<file path="src/mmd_pkg.sv">
// Constants and types for the memory map select decoder
//
// Behaviour
// Six-bit page index picks one of 64 16K pages shown at 0x8000-0xBFFF.
// Page index always readable; writable in all modes or special modes only.
// Page index resets to 0x00 if always writable, else to 0x3C.
// Call and return instructions read and write page index via dedicated path.
// Bus write to page index takes effect one cycle later.
// Mux incoming read buses to CPU read bus, swap bytes, steer address/data out.
// Decode each address to core, register, memory or external target per mode.
// Never more than one select active in the same access.
// Priority: debug, registers, RAM, EEPROM, program memory, external.
// Expanded modes: unclaimed space external; port A and B registers go external.
// Port E emulation bit set: port E data and direction registers go external.
// Special peripheral mode: first sixteen expansion registers leave internal map.
// Emulation mode with port K emulation bit: port K registers go external.
// Port K bit 7 is active-low emulation select for program memory space.
// Port K bit 6 is active-low external select when emulation select inactive.
// External select stays inactive for unimplemented or removed register locations.
// Port K emulation bit clear: both select pins return to general I/O.
// Expanded with port K emulation: page bits drive extended address in window.
// Window access internal or external by page index and partition switches.
// Upper two page register bits read zero and ignore writes.
package mmd_pkg;

   // Register block offsets
   localparam logic [9:0]  OFS_PROGRAM_PAGE_SELECT = 10'h030;
   localparam logic [9:0]  OFS_PORT_A_DATA         = 10'h000;
   localparam logic [9:0]  OFS_PORT_B_DIR          = 10'h003;
   localparam logic [9:0]  OFS_PORT_E_DATA         = 10'h008;
   localparam logic [9:0]  OFS_PORT_E_DIR          = 10'h009;
   localparam logic [9:0]  OFS_EXPANSION_LAST      = 10'h00F;
   localparam logic [9:0]  OFS_PORT_K_DATA         = 10'h032;
   localparam logic [9:0]  OFS_PORT_K_DIR          = 10'h033;
   localparam logic [9:0]  OFS_REG_IMPL_LAST       = 10'h3FF;

   // Page index reset values
   localparam logic [5:0]  PAGE_RESET_ANY_MODE     = 6'h00;
   localparam logic [5:0]  PAGE_RESET_SPECIAL_ONLY = 6'h3C;

   // Address map figures
   localparam logic [15:0] WINDOW_BASE             = 16'h8000;
   localparam logic [15:0] WINDOW_LAST             = 16'hBFFF;
   localparam logic [15:0] ROM_UNPAGED_BASE        = 16'h4000;
   localparam logic [15:0] REG_SPACE_SIZE          = 16'h0400;
   localparam logic [15:0] BDM_BASE                = 16'hFF00;

   // Extended address constants outside the window, per 16K quadrant
   localparam logic [5:0]  XADDR_QUAD0             = 6'h3D;
   localparam logic [5:0]  XADDR_QUAD1             = 6'h3E;
   localparam logic [5:0]  XADDR_QUAD3             = 6'h3F;

   // Lowest internal page for each partition switch setting
   localparam logic [5:0]  PAGE_INT_SW0            = 6'h38;
   localparam logic [5:0]  PAGE_INT_SW1            = 6'h30;
   localparam logic [5:0]  PAGE_INT_SW2            = 6'h20;
   localparam logic [5:0]  PAGE_INT_SW3            = 6'h00;

   // Port K pin positions
   localparam int          PK_EMU_SEL_BIT          = 7;
   localparam int          PK_EXT_SEL_BIT          = 6;

   // Decoded target, SEL_NONE first, then targets highest priority first
   typedef enum logic [2:0] {
      SEL_NONE,
      SEL_BDM,
      SEL_REG,
      SEL_RAM,
      SEL_EEP,
      SEL_ROM,
      SEL_EXT
   } mmd_sel_t;

endpackage

</file>
<file path="src/mmd_map_decoder.sv">
// Memory map select decoder: page index register, target decode, read mux, port K selects
`timescale 1ns/1ps

module mmd_map_decoder #(
   parameter bit          WRITE_ANY_MODE = 1'b1,
   parameter logic [15:0] RAM_SIZE       = 16'h1000,
   parameter logic [15:0] EEP_SIZE       = 16'h0800,
   parameter logic [15:0] BDM_SIZE       = 16'h0100
) (
   // Clock and reset
   input  wire logic        i_clk,
   input  wire logic        i_rst,
   // Register port
   input  wire logic [9:0]  i_reg_addr,
   input  wire logic [7:0]  i_reg_wdata,
   input  wire logic        i_reg_wr,
   input  wire logic        i_reg_rd,
   output logic      [7:0]  o_reg_rdata,
   // Call and return page path
   input  wire logic        i_call_page_wr,
   input  wire logic [5:0]  i_call_page,
   output logic      [5:0]  o_page_index_bits,
   // Operating mode and integration switches
   input  wire logic        i_expanded_mode,
   input  wire logic        i_special_mode,
   input  wire logic        i_emulation_mode,
   input  wire logic        i_peripheral_mode,
   input  wire logic        i_port_e_emulation_enable,
   input  wire logic        i_port_k_emulation_enable,
   input  wire logic [1:0]  i_paging_partition_switches,
   input  wire logic        i_bdm_active,
   // Mapping bases
   input  wire logic [15:0] i_register_base_init,
   input  wire logic [15:0] i_ram_base,
   input  wire logic [15:0] i_eep_base,
   // CPU side
   input  wire logic        i_cpu_valid,
   input  wire logic        i_cpu_write,
   input  wire logic [15:0] i_cpu_addr,
   input  wire logic [15:0] i_cpu_wdata,
   input  wire logic        i_cpu_swap,
   output logic      [15:0] o_cpu_rdata,
   // Target read buses
   input  wire logic [15:0] i_bdm_rdata,
   input  wire logic [15:0] i_regs_rdata,
   input  wire logic [15:0] i_ram_rdata,
   input  wire logic [15:0] i_eep_rdata,
   input  wire logic [15:0] i_rom_rdata,
   input  wire logic [15:0] i_ext_rdata,
   // Selects and steered bus
   output logic             o_sel_bdm,
   output logic             o_sel_reg,
   output logic             o_sel_ram,
   output logic             o_sel_eep,
   output logic             o_sel_rom,
   output logic             o_sel_ext,
   output logic             o_bus_write,
   output logic      [15:0] o_bus_addr,
   output logic      [15:0] o_bus_wdata,
   // Port K pins
   input  wire logic [7:0]  i_pk_gpio_out,
   input  wire logic [7:0]  i_pk_gpio_oe,
   output logic      [7:0]  o_pk_out,
   output logic      [7:0]  o_pk_oe
);

   ////////////////////////////////////////////////////////////////////////////////
   // Functions

   // Window page is on chip when at or above the partition threshold
   function automatic logic page_internal(input logic [1:0] sw, input logic [5:0] pix);
      logic [5:0] lo;
      unique case (sw)
         2'b00: lo = mmd_pkg::PAGE_INT_SW0;
         2'b01: lo = mmd_pkg::PAGE_INT_SW1;
         2'b10: lo = mmd_pkg::PAGE_INT_SW2;
         2'b11: lo = mmd_pkg::PAGE_INT_SW3;
      endcase
      return pix >= lo;
   endfunction

   // Address falls within base .. base+size-1 (no wrap past 0xFFFF)
   function automatic logic in_range(input logic [15:0] a, input logic [15:0] base,
                                     input logic [15:0] size);
      logic [16:0] top;
      top = {1'b0, base} + {1'b0, size};
      return ({1'b0, a} >= {1'b0, base}) && ({1'b0, a} < top);
   endfunction

   ////////////////////////////////////////////////////////////////////////////////
   // Page index register

   logic [5:0] page_reg;
   logic [5:0] page_next;
   logic [7:0] rdata_reg;
   logic [7:0] rdata_next;
   logic       page_wr_ok;

   // write gate
   assign page_wr_ok = WRITE_ANY_MODE || i_special_mode;

   // Dedicated call path beats a bus write in the same cycle; the winner lands next edge
   always_comb begin
      page_next  = page_reg;
      rdata_next = 8'h00;
      // delayed bus write
      if (i_reg_wr && page_wr_ok && i_reg_addr == mmd_pkg::OFS_PROGRAM_PAGE_SELECT) begin
         // upper bits dropped
         page_next = i_reg_wdata[5:0];
      end
      // dedicated page path
      if (i_call_page_wr) begin
         page_next = i_call_page;
      end
      // read anytime, R20 upper bits zero
      if (i_reg_rd && i_reg_addr == mmd_pkg::OFS_PROGRAM_PAGE_SELECT) begin
         rdata_next = {2'b00, page_reg};
      end
   end

   // reset value follows write option
   always_ff @(posedge i_clk) begin
      if (i_rst) begin
         page_reg  <= WRITE_ANY_MODE ? mmd_pkg::PAGE_RESET_ANY_MODE
                                     : mmd_pkg::PAGE_RESET_SPECIAL_ONLY;
         rdata_reg <= 8'h00;
      end else begin
         page_reg  <= page_next;
         rdata_reg <= rdata_next;
      end
   end

   assign o_reg_rdata       = rdata_reg;
   assign o_page_index_bits = page_reg;

   ////////////////////////////////////////////////////////////////////////////////
   // Address decode

   mmd_pkg::mmd_sel_t sel_next;
   mmd_pkg::mmd_sel_t sel_reg;
   mmd_pkg::mmd_sel_t rd_sel_reg;
   logic [5:0]        sel_hot_next;
   logic [5:0]        sel_hot_reg;
   logic              in_window;
   logic              in_regs;
   logic              reg_removed;
   logic              reg_unimpl;
   logic [9:0]        reg_ofs;
   logic [15:0]       reg_ofs_full;
   logic              ecs_next;
   logic              xcs_next;
   logic [5:0]        xaddr_next;

   assign reg_ofs_full = i_cpu_addr - i_register_base_init;
   assign reg_ofs      = reg_ofs_full[9:0];
   // program window
   assign in_window    = i_cpu_addr >= mmd_pkg::WINDOW_BASE && i_cpu_addr <= mmd_pkg::WINDOW_LAST;
   assign in_regs      = in_range(i_cpu_addr, i_register_base_init, mmd_pkg::REG_SPACE_SIZE);
   assign reg_unimpl   = reg_ofs > mmd_pkg::OFS_REG_IMPL_LAST;

   // Register locations handed to the external bus by mode
   always_comb begin
      reg_removed = 1'b0;
      // ports A and B
      if (i_expanded_mode && reg_ofs <= mmd_pkg::OFS_PORT_B_DIR) begin
         reg_removed = 1'b1;
      end
      // port E
      if (i_port_e_emulation_enable && (reg_ofs == mmd_pkg::OFS_PORT_E_DATA ||
                                        reg_ofs == mmd_pkg::OFS_PORT_E_DIR)) begin
         reg_removed = 1'b1;
      end
      // peripheral mode block
      if (i_peripheral_mode && reg_ofs <= mmd_pkg::OFS_EXPANSION_LAST) begin
         reg_removed = 1'b1;
      end
      // port K
      if (i_emulation_mode && i_port_k_emulation_enable &&
          (reg_ofs == mmd_pkg::OFS_PORT_K_DATA || reg_ofs == mmd_pkg::OFS_PORT_K_DIR)) begin
         reg_removed = 1'b1;
      end
   end

   // priority chain, first hit wins so only one target results
   always_comb begin
      sel_next = mmd_pkg::SEL_NONE;
      if (i_cpu_valid) begin
         // target decode
         if (i_bdm_active && in_range(i_cpu_addr, mmd_pkg::BDM_BASE, BDM_SIZE)) begin
            sel_next = mmd_pkg::SEL_BDM;
         end else if (in_regs && !reg_removed && !reg_unimpl) begin
            sel_next = mmd_pkg::SEL_REG;
         end else if (in_regs && reg_removed) begin
            // removed registers become external
            sel_next = mmd_pkg::SEL_EXT;
         end else if (in_regs) begin
            sel_next = mmd_pkg::SEL_NONE;
         end else if (in_range(i_cpu_addr, i_ram_base, RAM_SIZE)) begin
            sel_next = mmd_pkg::SEL_RAM;
         end else if (in_range(i_cpu_addr, i_eep_base, EEP_SIZE)) begin
            sel_next = mmd_pkg::SEL_EEP;
         // window partition
         end else if (in_window && page_internal(i_paging_partition_switches, page_reg)) begin
            sel_next = mmd_pkg::SEL_ROM;
         end else if (!in_window && i_cpu_addr >= mmd_pkg::ROM_UNPAGED_BASE) begin
            sel_next = mmd_pkg::SEL_ROM;
         end else if (i_expanded_mode) begin
            // unclaimed space external
            sel_next = mmd_pkg::SEL_EXT;
         end
      end
   end

   // one select per access, decoded ahead of the flops so each pin is a flop
   assign sel_hot_next = {sel_next == mmd_pkg::SEL_BDM, sel_next == mmd_pkg::SEL_REG,
                          sel_next == mmd_pkg::SEL_RAM, sel_next == mmd_pkg::SEL_EEP,
                          sel_next == mmd_pkg::SEL_ROM, sel_next == mmd_pkg::SEL_EXT};

   // Chip selects and extended address for port K
   always_comb begin
      // emulation select on program memory
      ecs_next = i_port_k_emulation_enable && i_emulation_mode &&
                 sel_next == mmd_pkg::SEL_ROM;
      // external select, R16 not for register space
      xcs_next = i_port_k_emulation_enable && !ecs_next && !in_regs &&
                 sel_next == mmd_pkg::SEL_EXT;
      // extended address outputs
      if (in_window) begin
         xaddr_next = page_reg;
      end else if (i_cpu_addr < mmd_pkg::ROM_UNPAGED_BASE) begin
         xaddr_next = mmd_pkg::XADDR_QUAD0;
      end else if (i_cpu_addr < mmd_pkg::WINDOW_BASE) begin
         xaddr_next = mmd_pkg::XADDR_QUAD1;
      end else begin
         xaddr_next = mmd_pkg::XADDR_QUAD3;
      end
   end

   ////////////////////////////////////////////////////////////////////////////////
   // Registered selects, steered bus and read mux

   logic [15:0] cpu_rdata_next;
   logic [15:0] rd_raw;
   logic        swap_reg;
   logic [7:0]  pk_out_next;
   logic [7:0]  pk_oe_next;
   logic        pk_emu_on;

   // read mux uses the select of the previous access, data arrives one cycle later
   always_comb begin
      unique case (rd_sel_reg)
         mmd_pkg::SEL_BDM:  rd_raw = i_bdm_rdata;
         mmd_pkg::SEL_REG:  rd_raw = i_regs_rdata;
         mmd_pkg::SEL_RAM:  rd_raw = i_ram_rdata;
         mmd_pkg::SEL_EEP:  rd_raw = i_eep_rdata;
         mmd_pkg::SEL_ROM:  rd_raw = i_rom_rdata;
         mmd_pkg::SEL_EXT:  rd_raw = i_ext_rdata;
         mmd_pkg::SEL_NONE: rd_raw = 16'h0000;
         default:           rd_raw = 16'h0000;
      endcase
      // byte swap
      cpu_rdata_next = swap_reg ? {rd_raw[7:0], rd_raw[15:8]} : rd_raw;
   end

   // Port K pins: selects only shown in expanded mode with emulation bit set
   always_comb begin
      pk_emu_on = i_port_k_emulation_enable && i_expanded_mode;
      if (pk_emu_on) begin
         pk_out_next = {~ecs_next, ~xcs_next, xaddr_next};
         pk_oe_next  = 8'hFF;
      end else begin
         // general I/O when emulation bit clear
         pk_out_next = i_pk_gpio_out;
         pk_oe_next  = i_pk_gpio_oe;
      end
   end

   logic [15:0] cpu_rdata_reg;
   logic [15:0] bus_addr_reg;
   logic [15:0] bus_wdata_reg;
   logic        bus_write_reg;
   logic [7:0]  pk_out_reg;
   logic [7:0]  pk_oe_reg;

   // Selects idle high-impedance-free: pins start as inputs, selects inactive
   always_ff @(posedge i_clk) begin
      if (i_rst) begin
         sel_reg       <= mmd_pkg::SEL_NONE;
         sel_hot_reg   <= 6'h00;
         rd_sel_reg    <= mmd_pkg::SEL_NONE;
         swap_reg      <= 1'b0;
         cpu_rdata_reg <= 16'h0000;
         bus_addr_reg  <= 16'h0000;
         bus_wdata_reg <= 16'h0000;
         bus_write_reg <= 1'b0;
         pk_out_reg    <= 8'h00;
         pk_oe_reg     <= 8'h00;
      end else begin
         sel_reg       <= sel_next;
         sel_hot_reg   <= sel_hot_next;
         rd_sel_reg    <= sel_reg;
         swap_reg      <= i_cpu_swap;
         cpu_rdata_reg <= cpu_rdata_next;
         // steer address and write data
         bus_addr_reg  <= i_cpu_addr;
         bus_wdata_reg <= i_cpu_wdata;
         bus_write_reg <= i_cpu_valid && i_cpu_write;
         pk_out_reg    <= pk_out_next;
         pk_oe_reg     <= pk_oe_next;
      end
   end

   // one-hot selects, each straight from its own flop
   assign o_sel_bdm   = sel_hot_reg[5];
   assign o_sel_reg   = sel_hot_reg[4];
   assign o_sel_ram   = sel_hot_reg[3];
   assign o_sel_eep   = sel_hot_reg[2];
   assign o_sel_rom   = sel_hot_reg[1];
   assign o_sel_ext   = sel_hot_reg[0];
   assign o_cpu_rdata = cpu_rdata_reg;
   assign o_bus_addr  = bus_addr_reg;
   assign o_bus_wdata = bus_wdata_reg;
   assign o_bus_write = bus_write_reg;
   assign o_pk_out    = pk_out_reg;
   assign o_pk_oe     = pk_oe_reg;

endmodule // mmd_map_decoder

</file>
<file path="config.mk">
export PLATFORM = sky130hd
export DESIGN_NAME = mmd_map_decoder
export DESIGN_NICKNAME = d
export VERILOG_FILES = /design/src/mmd_pkg.sv /design/src/mmd_map_decoder.sv
export SDC_FILE = /design/constraint.sdc
export NUM_CORES = 1
export LEC_CHECK = 0
export BUFFER_PORTS_ARGS = -buffer_cell sky130_fd_sc_hd__buf_2
export CORE_ASPECT_RATIO = 2
export CORE_MARGIN = 2
export CORE_UTILIZATION = 42
export DETAILED_ROUTE_END_ITERATION = 10
export HOLD_SLACK_MARGIN = 0.1
export PLACE_DENSITY = 0.75
export SLEW_MARGIN = 20
export SYNTH_ARGS = -nofsm -noshare
export SYNTH_HDL_FRONTEND = slang
export SYNTH_SLANG_ARGS = --single-unit
</file>
<file path="constraint.sdc">
create_clock -name i_clk -period 2.8 [get_ports i_clk]
set_input_delay 0.28 -clock i_clk [delete_from_list [all_inputs] [get_ports i_clk]]
set_output_delay 0.28 -clock i_clk [all_outputs]
set_load 0.05 [all_outputs]
</file>
; Word level (Yosys, flattened, before mapping)
; Cells that the tools add are included.
[totals]
register_bits = 92
in_bits = 233
out_inout_bits = 85
word_cells = 120
[op_classes]
bitwise_logic = 3
reduce_logical = 33
n_eq_ne = 20
magnitude_cmp = 16
mux = 31
n_addsub = 4
[ops]
columns = op, count
row1 = $pmux W16 S6, 1
row2 = $mux W6, 10
row3 = $lt A16 B17 Y1, 3
row4 = $ge A16 B16 Y1, 3
row5 = $ge A16 B16 Y1 const B, 2
row6 = $eq A10 B6 Y1 const B, 3
row7 = $mux W3, 10
row8 = $pmux W6 S4, 1
row9 = $logic_and A1 B1 Y1, 23
row10 = $eq A10 B4 Y1 const B, 2
row11 = $eq A3 B3 Y1 const B, 6
row12 = $add A16 B11 Y17 const B, 1
row13 = $add A16 B12 Y17 const B, 1
row14 = $add A16 B13 Y17 const B, 1
row15 = $ge A16 B15 Y1 const B, 1
row16 = $le A16 B16 Y1 const B, 1
row17 = $lt A16 B15 Y1 const B, 1
row18 = $lt A16 B16 Y1 const B, 1
row19 = $mux W16, 1
row20 = $mux W8, 2
row21 = $eq A3 B2 Y1 const B, 4
row22 = $gt A10 B10 Y1 const B, 1
row23 = $le A10 B2 Y1 const B, 1
row24 = $le A10 B4 Y1 const B, 1
row25 = other kinds (13), 26

; Longest topological paths before layout
; Gate-level depths: netlist of run 1.
[logic_depth]
depth_word = 31
mapped_depth = 13
ltp_nobuf = 13

; Least setup slack after synthesis of run 1
; Ideal clock, no wire load.
[synth_timing]
path_type = reg2reg
start = register page_reg[3] (netlist: o_page_index_bits[3])
end = register sel_hot_reg[5]
path_buffers = 0
stages_incl_launch_ff = 11
slack_ns = 0.167
required_ns = 2.708
setup_time_ns = 0.092
period_less_slack_ns = 2.633
arrival_time_ns = 2.541
path_cell_list = dfxtp_1 -> inv_1 -> ha_1 -> nor4b_1 -> o221ai_1 -> o2bb2ai_1 -> or2_2 -> o32a_1 -> a21oi_1 -> o21ai_0 -> nor4_1
[synth_via]
elab_chain_len = 11
[synth_rtl]
columns = item, line
row1 = start: declaration, mmd_map_decoder.sv:93  ; logic [5:0] page_reg;
row2 = start signal: assignment, mmd_map_decoder.sv:124  ; page_reg <= WRITE_ANY_MODE ? mmd_pkg::PAGE_RESET_ANY_MODE
row3 = start signal: assignment, mmd_map_decoder.sv:128  ; page_reg <= page_next;
row4 = $ge A6 B6 Y1, mmd_map_decoder.sv:79  ; return pix >= lo;
row5 = $logic_and A1 B1 Y1, mmd_map_decoder.sv:203  ; end else if (in_window && page_internal(i_paging_partition_switches, page_reg)) begin
row6 = $mux W3, mmd_map_decoder.sv:203
row7 = $mux W3, mmd_map_decoder.sv:200  ; end else if (in_range(i_cpu_addr, i_eep_base, EEP_SIZE)) begin
row8 = $mux W3, mmd_map_decoder.sv:198  ; end else if (in_range(i_cpu_addr, i_ram_base, RAM_SIZE)) begin
row9 = $mux W3, mmd_map_decoder.sv:196  ; end else if (in_regs) begin
row10 = $mux W3, mmd_map_decoder.sv:193  ; end else if (in_regs && reg_removed) begin
row11 = $mux W3, mmd_map_decoder.sv:191  ; end else if (in_regs && !reg_removed && !reg_unimpl) begin
row12 = $mux W3, mmd_map_decoder.sv:189  ; if (i_bdm_active && in_range(i_cpu_addr, mmd_pkg::BDM_BASE, BDM_SIZE)) begin
row13 = $mux W3, mmd_map_decoder.sv:187  ; if (i_cpu_valid) begin
row14 = $eq A3 B1 Y1, mmd_map_decoder.sv:215  ; assign sel_hot_next = {sel_next == mmd_pkg::SEL_BDM, sel_next == mmd_pkg::SEL_REG,
row15 = end signal: assignment, mmd_map_decoder.sv:300  ; sel_hot_reg <= sel_hot_next;
row16 = end: declaration, mmd_map_decoder.sv:143  ; logic [5:0] sel_hot_reg;
; No other way between the ends.
; A chain may end at the register's enable or synchronous reset.

; Final worst setup path of run 1
[layout_timing]
start = input i_register_base_init[10]
end = register sel_hot_reg[4]
[layout_via]
elab_chain_len = 9
word_cells_on_any_way = 13
cone_classes = 1 x add/sub / 2 x order compare / 1 x eq/ne / 5 x mux / 4 x reduce/logical
[layout_rtl]
columns = item, line
row1 = start: declaration, mmd_map_decoder.sv:33  ; input wire logic [15:0] i_register_base_init,
row2 = $add A16 B11 Y17, mmd_map_decoder.sv:86  ; top = {1'b0, base} + {1'b0, size};
row3 = $lt A16 B17 Y1, mmd_map_decoder.sv:87  ; return ({1'b0, a} >= {1'b0, base}) && ({1'b0, a} < top);
row4 = $logic_and A1 B1 Y1 *, mmd_map_decoder.sv:87
row5 = "$mux W3, or another cell as far along", mmd_map_decoder.sv:196
row6 = $mux W3 or $logic_and A1 B1 Y1 (tied branches), "mmd_map_decoder.sv:193, mmd_map_decoder.sv:191"
row7 = $mux W3 *, mmd_map_decoder.sv:191
row8 = $mux W3 *, mmd_map_decoder.sv:189
row9 = $mux W3 *, mmd_map_decoder.sv:187
row10 = $eq A3 B2 Y1 *, mmd_map_decoder.sv:215
; Mark *: on every way between the ends. The rest lies on a longest branch, timed or not.

==> results of run 1 <==
per-layer routing:
metal  share of wire (%)  vias to the layer above  global-route usage (%)
met1                  40                     2941                   28.23
met3                 7.8                       35                   4.810
met2                  51                      300                   43.72
met5                   0                        -                       0
li1                    -                     3219                       -
met4                 1.7                        0                   6.313
per-stage QoR:
stage	TNS, ns	instance area [sq um]	total power [mW]	hold WS (ns)	instances
2_1_floorplan	0	6038	2.252	0.3887	716
3_3_place_gp	-0.5657	7916	2.659	0.4296	1218
3_5_place_dp	-0.9257	7916	2.688	0.4285	1218
4_1_cts	0	8214	3.913	0.1370	1234
5_1_grt	-0.06142	8254	4.105	0.1444	1235
6_report	0	8254	3.895	0.1447	1235
worst register-to-register path, stage by stage, from the launching register on:
cell	delay (ns)
dfxtp_1	0.41
inv_1	0.09
ha_1	0.28
nor4b_2	0.20
o221ai_1	0.21
o2bb2ai_2	0.20
or2_2	0.31
o32a_1	0.21
a21oi_1	0.14
o21ai_0	0.11
buf_4	0.16
and3_1	0.14
cells in the mapped netlist, drive strengths merged (9+ instances only):
library cell and number:
a211oi 14, nor3 9, clkbuf 27, dfxtp 90
nor2b 44, inv 57, nand4 11, nor2 91
a21oi 53, o21a 12, nand2 22, mux2 13
nand3 14, mux2i 16, o21ai 25, xnor2 12
and2 9, a221oi 14, ha 69
final timing paths:
kind / endpoint / cells past startpoint
worst max-delay path: sel_hot_reg[4] / 13
worst min-delay path: o_pk_oe[3] / 3
worst max register to register: sel_hot_reg[2] / 11
worst min register to register: rd_sel_reg[2] / 1
final cells by class:
class,instances,area share (%)
multi-input cells,534,47.05
repair buffers,346,22.01
flip-flops and latches,90,21.83
well taps,192,2.910
clock buffers,9,2.729
inverters,57,2.592
clock inverters,7,0.8792
power breakdown:
part           total [mW]  switching, mW  internal [mW]  leakage (nW)
Combinational        1.29          0.778          0.513          3.28
Sequential           1.39         0.0336           1.35         0.743
Clock                1.22          0.587          0.629         0.136
Total                3.90           1.40           2.50          4.15
what timing repair did:
item | 4_1_cts | 5_1_grt
hold buffers | 0 | 0
resized for setup | 0 | 7
endpoints found under the setup margin | 0 | 7
buffers inserted | 0 | 1
cells by family after synthesis:
group,Yosys count,synth area share [%]
buffers and inverters,92,6.386
AND/OR/NAND/NOR,239,20.57
flip-flops,90,29.86
AO/OA/AOI/OAI,180,21.38
XOR/XNOR,14,2.032
multiplexers,29,5.080
other,1,0.06214
adder cells (fa/ha/maj),70,14.64
==> metrics.cfg, run 1 <==
[setup_path]
critical_path.cell_chain = buf_2, ha_2, nand3_2, xnor2_1, ha_1, a2111o_1, nor2_2, a311oi_2, a2111oi_4, buf_4, a2111o_1, nand2_1, a2111oi_2
crit_buf_inv = 2
crit_required_ns = 3.03
crit_arrival_ns = 2.91
critPathLaunch = i_register_base_init[10]
reg2reg_from = o_page_index_bits[3]
max_stage_delay_ns = 0.46
crit_type = input port to register
slowest_stage = a2111o_1
start_kind = input port
endpoint_kind = register
crit_top_cell = a2111o_1
crit_path_max_fanout = 5
regToRegSetupSlack_ns = 0.25
crit_family = compound AO/OA/AOI/OAI gates

[yosys]
synth.cell_area_sq_um = 6035
synth_cells = 715
synth_edf_count = 0
yosys_register_bits = 90
yosysTopAreaCell = dfxtp_1
avgSynthCellArea_sq_um = 8.440
synth_top_area_share_pct = 29.86
synth_warnings = 0
synth_area_leaders = dfxtp_1 (30%), ha_1 (14%), nor2_1 (5.7%)
ys_async_sr_fraction_pct = 0
ys_seq_area_share_pct = 29.86
yosys_most_used_dff = dfxtp_1
synth.distinct_cells = 71

[finish]
areaGrowthSynthToFinish_pct = 36.78
multi_input_area_sq_um = 3884
final_cell_mix = buf_2 (312), nor2_1 (90), dfxtp_1 (90)
fin_util_pct = 58.14
final_layout_size_suffix_gt1_share_pct = 37.97
final_common_cell = buf_2
diodes = 0
regArea_sq_um = 1802
layout.nets = 1341
n_fill_cell = 1337

[timing]
slew_headroom_pct = 38.02
min_period_ns = 2.685
slew_violations = 0
setup_ws_ns = 0.1153
fin_crit_sh_pct = 95.88
setup_viol_count_final = 0
tightest_slew_ns = 0.9254
finClkSkew_ns = 0.01071
clock.fmax_ghz = 0.3725
hold_viol_final = 0
rsz0062_at_grt = yes

[detailed_routing]
wirelength_um = 19110
ant_nets = 0
via_per_inst = 5.259
drt-wirelength-per-cell_um = 15.47
drc_errors = 0
via_count = 6495
drt-initial-drc-count = 261
firstDrtPassIters = 5

[global_routing]
antenna_found_initial = 0
grt_max_degree = 27
grt_use_total_pct = 24.24
overflow = 0
grt_pass1_wl_um = 29760
grt_pass1_vias = 6389

[cts]
cts_tree = yes
cts-root-buf = clkbuf_16
cts_max_level = 3
cts_sinks = 90
insertion_delay_ns = 0.34
cts_buffer_depth = 2
cts_buffers = 9
clk_pin_slew_worst_paths_ns = 0.08

[power_and_ir_drop]
peakVddDrop_mv = 0.4876
p_leak_nw = 4.155
power.density_nw_per_um2 = 471.9

[placed_design]
dp_slack_ns = -0.1941
finalWeightedCongestion = 0.8644
hpwl_um = 15660
portBuffers = 312

[die]
fp.coreArea_sq_um = 14200
die_y_um = 173.5
die_x_um = 88.76
initial_utilization_pct = 42.51
rows = 62
dieArea_sq_um = 15400
ios = 318

[min_path]
hold_start = i_pk_gpio_oe[3]
hold_path.class = input port to register

[status]
status = finished, final reports clean

[job]
maxCapViolations = 0

(Power assumes the default switching activity.)
==> run 2, diff against run 1 <==
Settings changed: ABC_AREA set to 1, CELL_PAD_IN_SITES_DETAIL_PLACEMENT set to 1, CELL_PAD_IN_SITES_GLOBAL_PLACEMENT set to 1, CORE_UTILIZATION 42 to 31, PLACE_DENSITY 0.75 to unset, PLACE_DENSITY_LB_ADDON set to 0.1.
==> metrics.cfg, run 2 <==
[detailed_routing]
drc_errors = 0
via_per_inst = 4.828
via_count = 7204
wirelength_um = 25230
ant_nets = 0
firstDrtPassIters = 4
drt-wirelength-per-cell_um = 16.91
drt-initial-drc-count = 217

[yosys]
synth_area_leaders = dfxtp_1 (29%), ha_1 (14%), nand2_1 (10%)
ys_async_sr_fraction_pct = 0
yosysMostFrequentCell = nand2_1
ys_seq_area_share_pct = 29.06
yosys_most_used_dff = dfxtp_1
avgSynthCellArea_sq_um = 6.762
yosys_register_bits = 90
synth.cell_area_sq_um = 6201
synth_warnings = 0
synth_edf_count = 0
yosysTopAreaCell = dfxtp_1
synth.distinct_cells = 43
synth_common_cells = nand2_1 (170), inv_1 (156), nor2_1 (138)
synth_cells = 917
synth_top_area_share_pct = 29.06

[timing]
tightest_slew_ns = 0.8212
fin_crit_sh_pct = 79.49
setup_ws_ns = 0.5743
tns_ns = 0
min_period_ns = 2.226
rsz0062_at_grt = no
clock.fmax_ghz = 0.4493
slew_violations = 0
slew_headroom_pct = 45.19
hold_viol_final = 0
finClkSkew_ns = 0.008637
setup_viol_count_final = 0

[cts]
cts_max_level = 3
clk_pin_slew_worst_paths_ns = 0.08
cts-root-buf = clkbuf_16
insertion_delay_ns = 0.34
cts_sinks = 90
cts_setup_buffers = 0
cts_tree = yes
cts_buffer_depth = 2
hold_buffers = 0
cts_buffers = 9
cts-resized-gates = 0

[setup_path]
endpoint_kind = register
start_kind = register
crit_type = register to register
slowest_stage = nor3_4
crit_buf_inv = 2
crit_arrival_ns = 2.51
crit_path_max_fanout = 18
critical_path.cell_chain = inv_2, nor3_4, a221oi_1, buf_4, nand3_1, o21ai_1, nor2_1
max_stage_delay_ns = 0.66
crit_required_ns = 3.09
crit_family = simple AND/OR/NAND/NOR gates

[finish]
final_area_sq_um = 8344
diodes = 0
final_cell_mix = buf_2 (312), nand2_1 (170), inv_1 (156)
final_layout_size_suffix_gt1_share_pct = 29.59
final_common_cell = buf_2
areaGrowthSynthToFinish_pct = 34.56
layout.nets = 1528

[die]
die_y_um = 204.0
fp.coreArea_sq_um = 19730
rows = 73
initial_utilization_pct = 31.43
die_x_um = 104.0
dieArea_sq_um = 21220
ios = 318

[placed_design]
dp_slack_ns = 0.2725
finalWeightedCongestion = 0.9051
hpwl_um = 21870
postPlaceCellArea_sq_um = 8038
portBuffers = 312

[global_routing]
grt_max_degree = 49
grt_pass1_vias = 7661
grt_pass1_wl_um = 39160
antenna_found_initial = 0
overflow = 0
grt_use_total_pct = 23.78

[status]
status = finished, final reports clean

[job]
maxCapViolations = 0

[min_path]
hold_path.class = input port to register

[power_and_ir_drop]
peakVddDrop_mv = 0.2663
power.density_nw_per_um2 = 460.8
p_leak_nw = 4.725

run 2: changes by cell type after synthesis, moves of 13 or more:
cell,change
nor2b_1,-44
inv_1,+99
mux2_2,-13
nand3_1,+29
o21ai_1,+15
nand2_1,+148
nor2_1,+47
nand4_1,+19
mux2i_1,-16
run 2: final cells by class:
class	instances	area, sq um
Clock buffer	9	225.2
Tap cell	262	327.8
Multi-Input combinational cell	641	3675
Inverter	163	611.8
Timing Repair Buffer	320	1622
Clock inverter	7	81.33
Fill cell	2732	11380
Sequential cell	90	1802
run 2: report_power, final:
group / switching (mW) / leakage, nW / internal (mW)
combinational: 0.816 / 3.83 / 0.411
sequential: 0.0287 / 0.744 / 1.35
clock: 0.600 / 0.150 / 0.637
total: 1.44 / 4.73 / 2.40
run 2: final timing paths:
kind	startpoint	end	slack, ns	cells past startpoint
setup / recovery	rd_sel_reg[0]	o_cpu_rdata[10]	0.57	7
hold / removal	i_cpu_wdata[11]	o_bus_wdata[11]	0.13	3
setup reg to reg	rd_sel_reg[0]	o_cpu_rdata[10]	0.57	7
hold reg to reg	sel_reg[1]	rd_sel_reg[1]	0.40	2
run 2: worst register-to-register path: cells and delay by family (launching register included):
kind / cells / cell delay [ns]
flip-flops: 1 / 0.49
AO/OA/AOI/OAI: 2 / 0.37
buffers and inverters: 2 / 0.46
AND/OR/NAND/NOR: 3 / 0.85
run 2: cells by family after synthesis:
kind of cell | share of synthesized area, %
compound gates | 13.38
flops | 29.06
simple gates | 29.96
xor+xnor | 1.554
fa+ha+maj | 14.25
other cells | 0.06047
buf+inv | 11.74
run 2: routing by layer:
layer / share of wire (%) / vias to the layer above / global-route usage (%)
met5: 0 / - / 0
met4: 3.3 / 0 / 9.363
met3: 3.4 / 28 / 2.838
met2: 62 / 197 / 53.17
met1: 31 / 3389 / 19.94
li1: - / 3590 / -
run 2: stage by stage:
step | hold slack (ns) | utilization [%] | std cells | total power, mW
finish | 0.1292 | 42.29 | 1492 | 3.845
global route | 0.1229 | 42.29 | 1492 | 4.085
CTS | 0.1210 | 42.29 | 1492 | 3.911
detailed placement | 0.3949 | 40.74 | 1476 | 2.657
global placement | 0.3933 | 40.74 | 1476 | 2.631
floorplan | 0.3870 | - | 918 | 2.198
==> run 3, diff against run 2 <==
Settings changed: ABC_AREA 1 to 0, CORE_UTILIZATION 31 to 32.
Clock period 2.8 ns to 2.1 ns, I/O delays scaled along.
==> metrics.cfg, run 3 (same netlist as run 1, synthesis figures left out) <==
[detailed_routing]
wirelength_um = 25170
via_per_inst = 5.067
ant_nets = 0
drt-initial-drc-count = 112
drt-wirelength-per-cell_um = 18.24
via_count = 6992
firstDrtPassIters = 4
drc_errors = 0

[cts]
cts_tree = yes
cts_buffer_depth = 2
cts_sinks = 90
cts_max_level = 3
clk_pin_slew_worst_paths_ns = 0.07
insertion_delay_ns = 0.35
cts-root-buf = clkbuf_16
cts_buffers = 9

[die]
fp.coreArea_sq_um = 18660
rows = 71
ios = 318
dieArea_sq_um = 20040
die_y_um = 198.2
initial_utilization_pct = 32.35
die_x_um = 101.1

[power_and_ir_drop]
finalPower_mw = 5.569
power.density_nw_per_um2 = 588.1
peakVddDrop_mv = 0.3507
p_leak_nw = 4.760

[timing]
setup_ws_ns = -0.4220
finClkSkew_ns = 0.007852
slew_violations = 0
rsz0062_at_grt = yes
fin_crit_sh_pct = 120.1
clock.fmax_ghz = 0.3965
tightest_slew_ns = 0.5418
min_period_ns = 2.522
slew_headroom_pct = 63.31
hold_viol_final = 0
setup_viol_count_final = 11
timing.hold.ws_ns = 0.1164

[min_path]
hold_path.class = input port to register

[global_routing]
grt_max_degree = 37
grt_pass1_wl_um = 37160
grt_use_total_pct = 24.15
grt_pass1_vias = 7389
overflow = 0
antenna_found_initial = 1

[finish]
n_fill_cell = 2386
final_cell_mix = buf_2 (310), buf_4 (119), nor2_1 (90)
final_common_cell = buf_2
final_layout_size_suffix_gt1_share_pct = 44.22
areaGrowthSynthToFinish_pct = 56.91
regArea_sq_um = 1805
layout.nets = 1458
multi_input_area_sq_um = 4064

[placed_design]
hpwl_um = 20210
finalWeightedCongestion = 0.8473
portBuffers = 312

[setup_path]
crit_type = input port to register
crit_buf_inv = 4
crit_arrival_ns = 2.77
endpoint_kind = register
crit_family = compound AO/OA/AOI/OAI gates
start_kind = input port
slowest_stage = a2111oi_4
max_stage_delay_ns = 0.44
crit_required_ns = 2.35
crit_path_max_fanout = 4
critical_path.cell_chain = buf_8, ha_4, nand3_4, xnor2_2, ha_1, a2111o_1, nor2_2, a311oi_2, a2111oi_4, buf_4, buf_4, inv_4, a31o_4, and3_1
crit_top_cell = buf_4

[job]
maxCapViolations = 0

[status]
violations = negative setup slack
status = complete, but fails checks

[run 3: cell types whose count changed in the layout (fill, tap and decap cells not counted), moves of 17 or more]
cell,previous run,this run
buf_4,8,119
dlygate4sd3_1,0,29
inv_1,156,54
nand2_1,170,22
nand3_1,43,12
nand4_1,30,11
nor2_1,138,90
nor2b_1,0,43
o21ai_0,36,19
[run 3: final cells by class]
type / instances / area share, %
Antenna cell: 1 / 0.02643
Timing Repair Buffer: 463 / 29.74
Inverter: 57 / 2.286
Sequential cell: 90 / 19.07
Tap cell: 219 / 2.894
Clock inverter: 7 / 0.6871
Clock buffer: 9 / 2.378
Multi-Input combinational cell: 534 / 42.92
[run 3: tightest hold or removal path: cells and delay by family]
kind	cells	cell delay, ns
compound gates	1	0.07
buf+inv	1	0.08
simple gates	1	0.07
[run 3: worst paths after layout]
check	cells past startpoint	slack [ns]	startpoint	endpoint
hold / removal	3	0.12	i_pk_gpio_out[4]	o_pk_out[4]
setup reg to reg	10	-0.24	o_page_index_bits[3]	sel_hot_reg[5]
hold reg to reg	1	0.44	sel_reg[0]	rd_sel_reg[0]
setup / recovery	14	-0.42	i_register_base_init[10]	sel_hot_reg[2]
[run 3: report_power, final]
group,switching (mW),internal (mW),total (mW),leakage [nW]
Clock,0.796,0.836,1.63,0.141
Combinational,1.18,0.916,2.10,3.88
Sequential,0.0363,1.81,1.84,0.744
[run 3: metal layers]
metal  GRT usage, %  wire length (um)  vias to the layer above
li1               -                 -                     3448
met1          20.79              8098                     3290
met2          51.24             15080                      207
met3          3.495              1096                       47
met4          10.46               887                        0
met5              0                 0                        -
[run 3: what timing repair did]
item | 4_1_cts | 5_1_grt
pin swaps | 9 | 11
gates cloned | 0 | 0
hold buffers | 29 | 0
endpoints found under the hold margin | 28 | 0
buffers inserted | 3 | 5
gates resized for setup | 31 | 15
setup endpoints to repair | 12 | 13
[run 3: per-stage QoR]
| step | area (sq um) | setup slack, ns | cells | utilization [%] | setup TNS (ns) |
|---|---|---|---|---|---|
| after floorplan | 6072 | -0.3100 | 716 | - | -2.240 |
| final | 9469 | -0.4220 | 1380 | 50.76 | -3.101 |
| after global routing | 9469 | -0.5371 | 1380 | 50.76 | -4.511 |
| after detailed placement | 8625 | -0.8041 | 1327 | 46.23 | -7.207 |
| after global placement | 8625 | -0.6753 | 1327 | 46.23 | -6.470 |
| after CTS | 9376 | -0.2763 | 1375 | 50.26 | -1.922 |
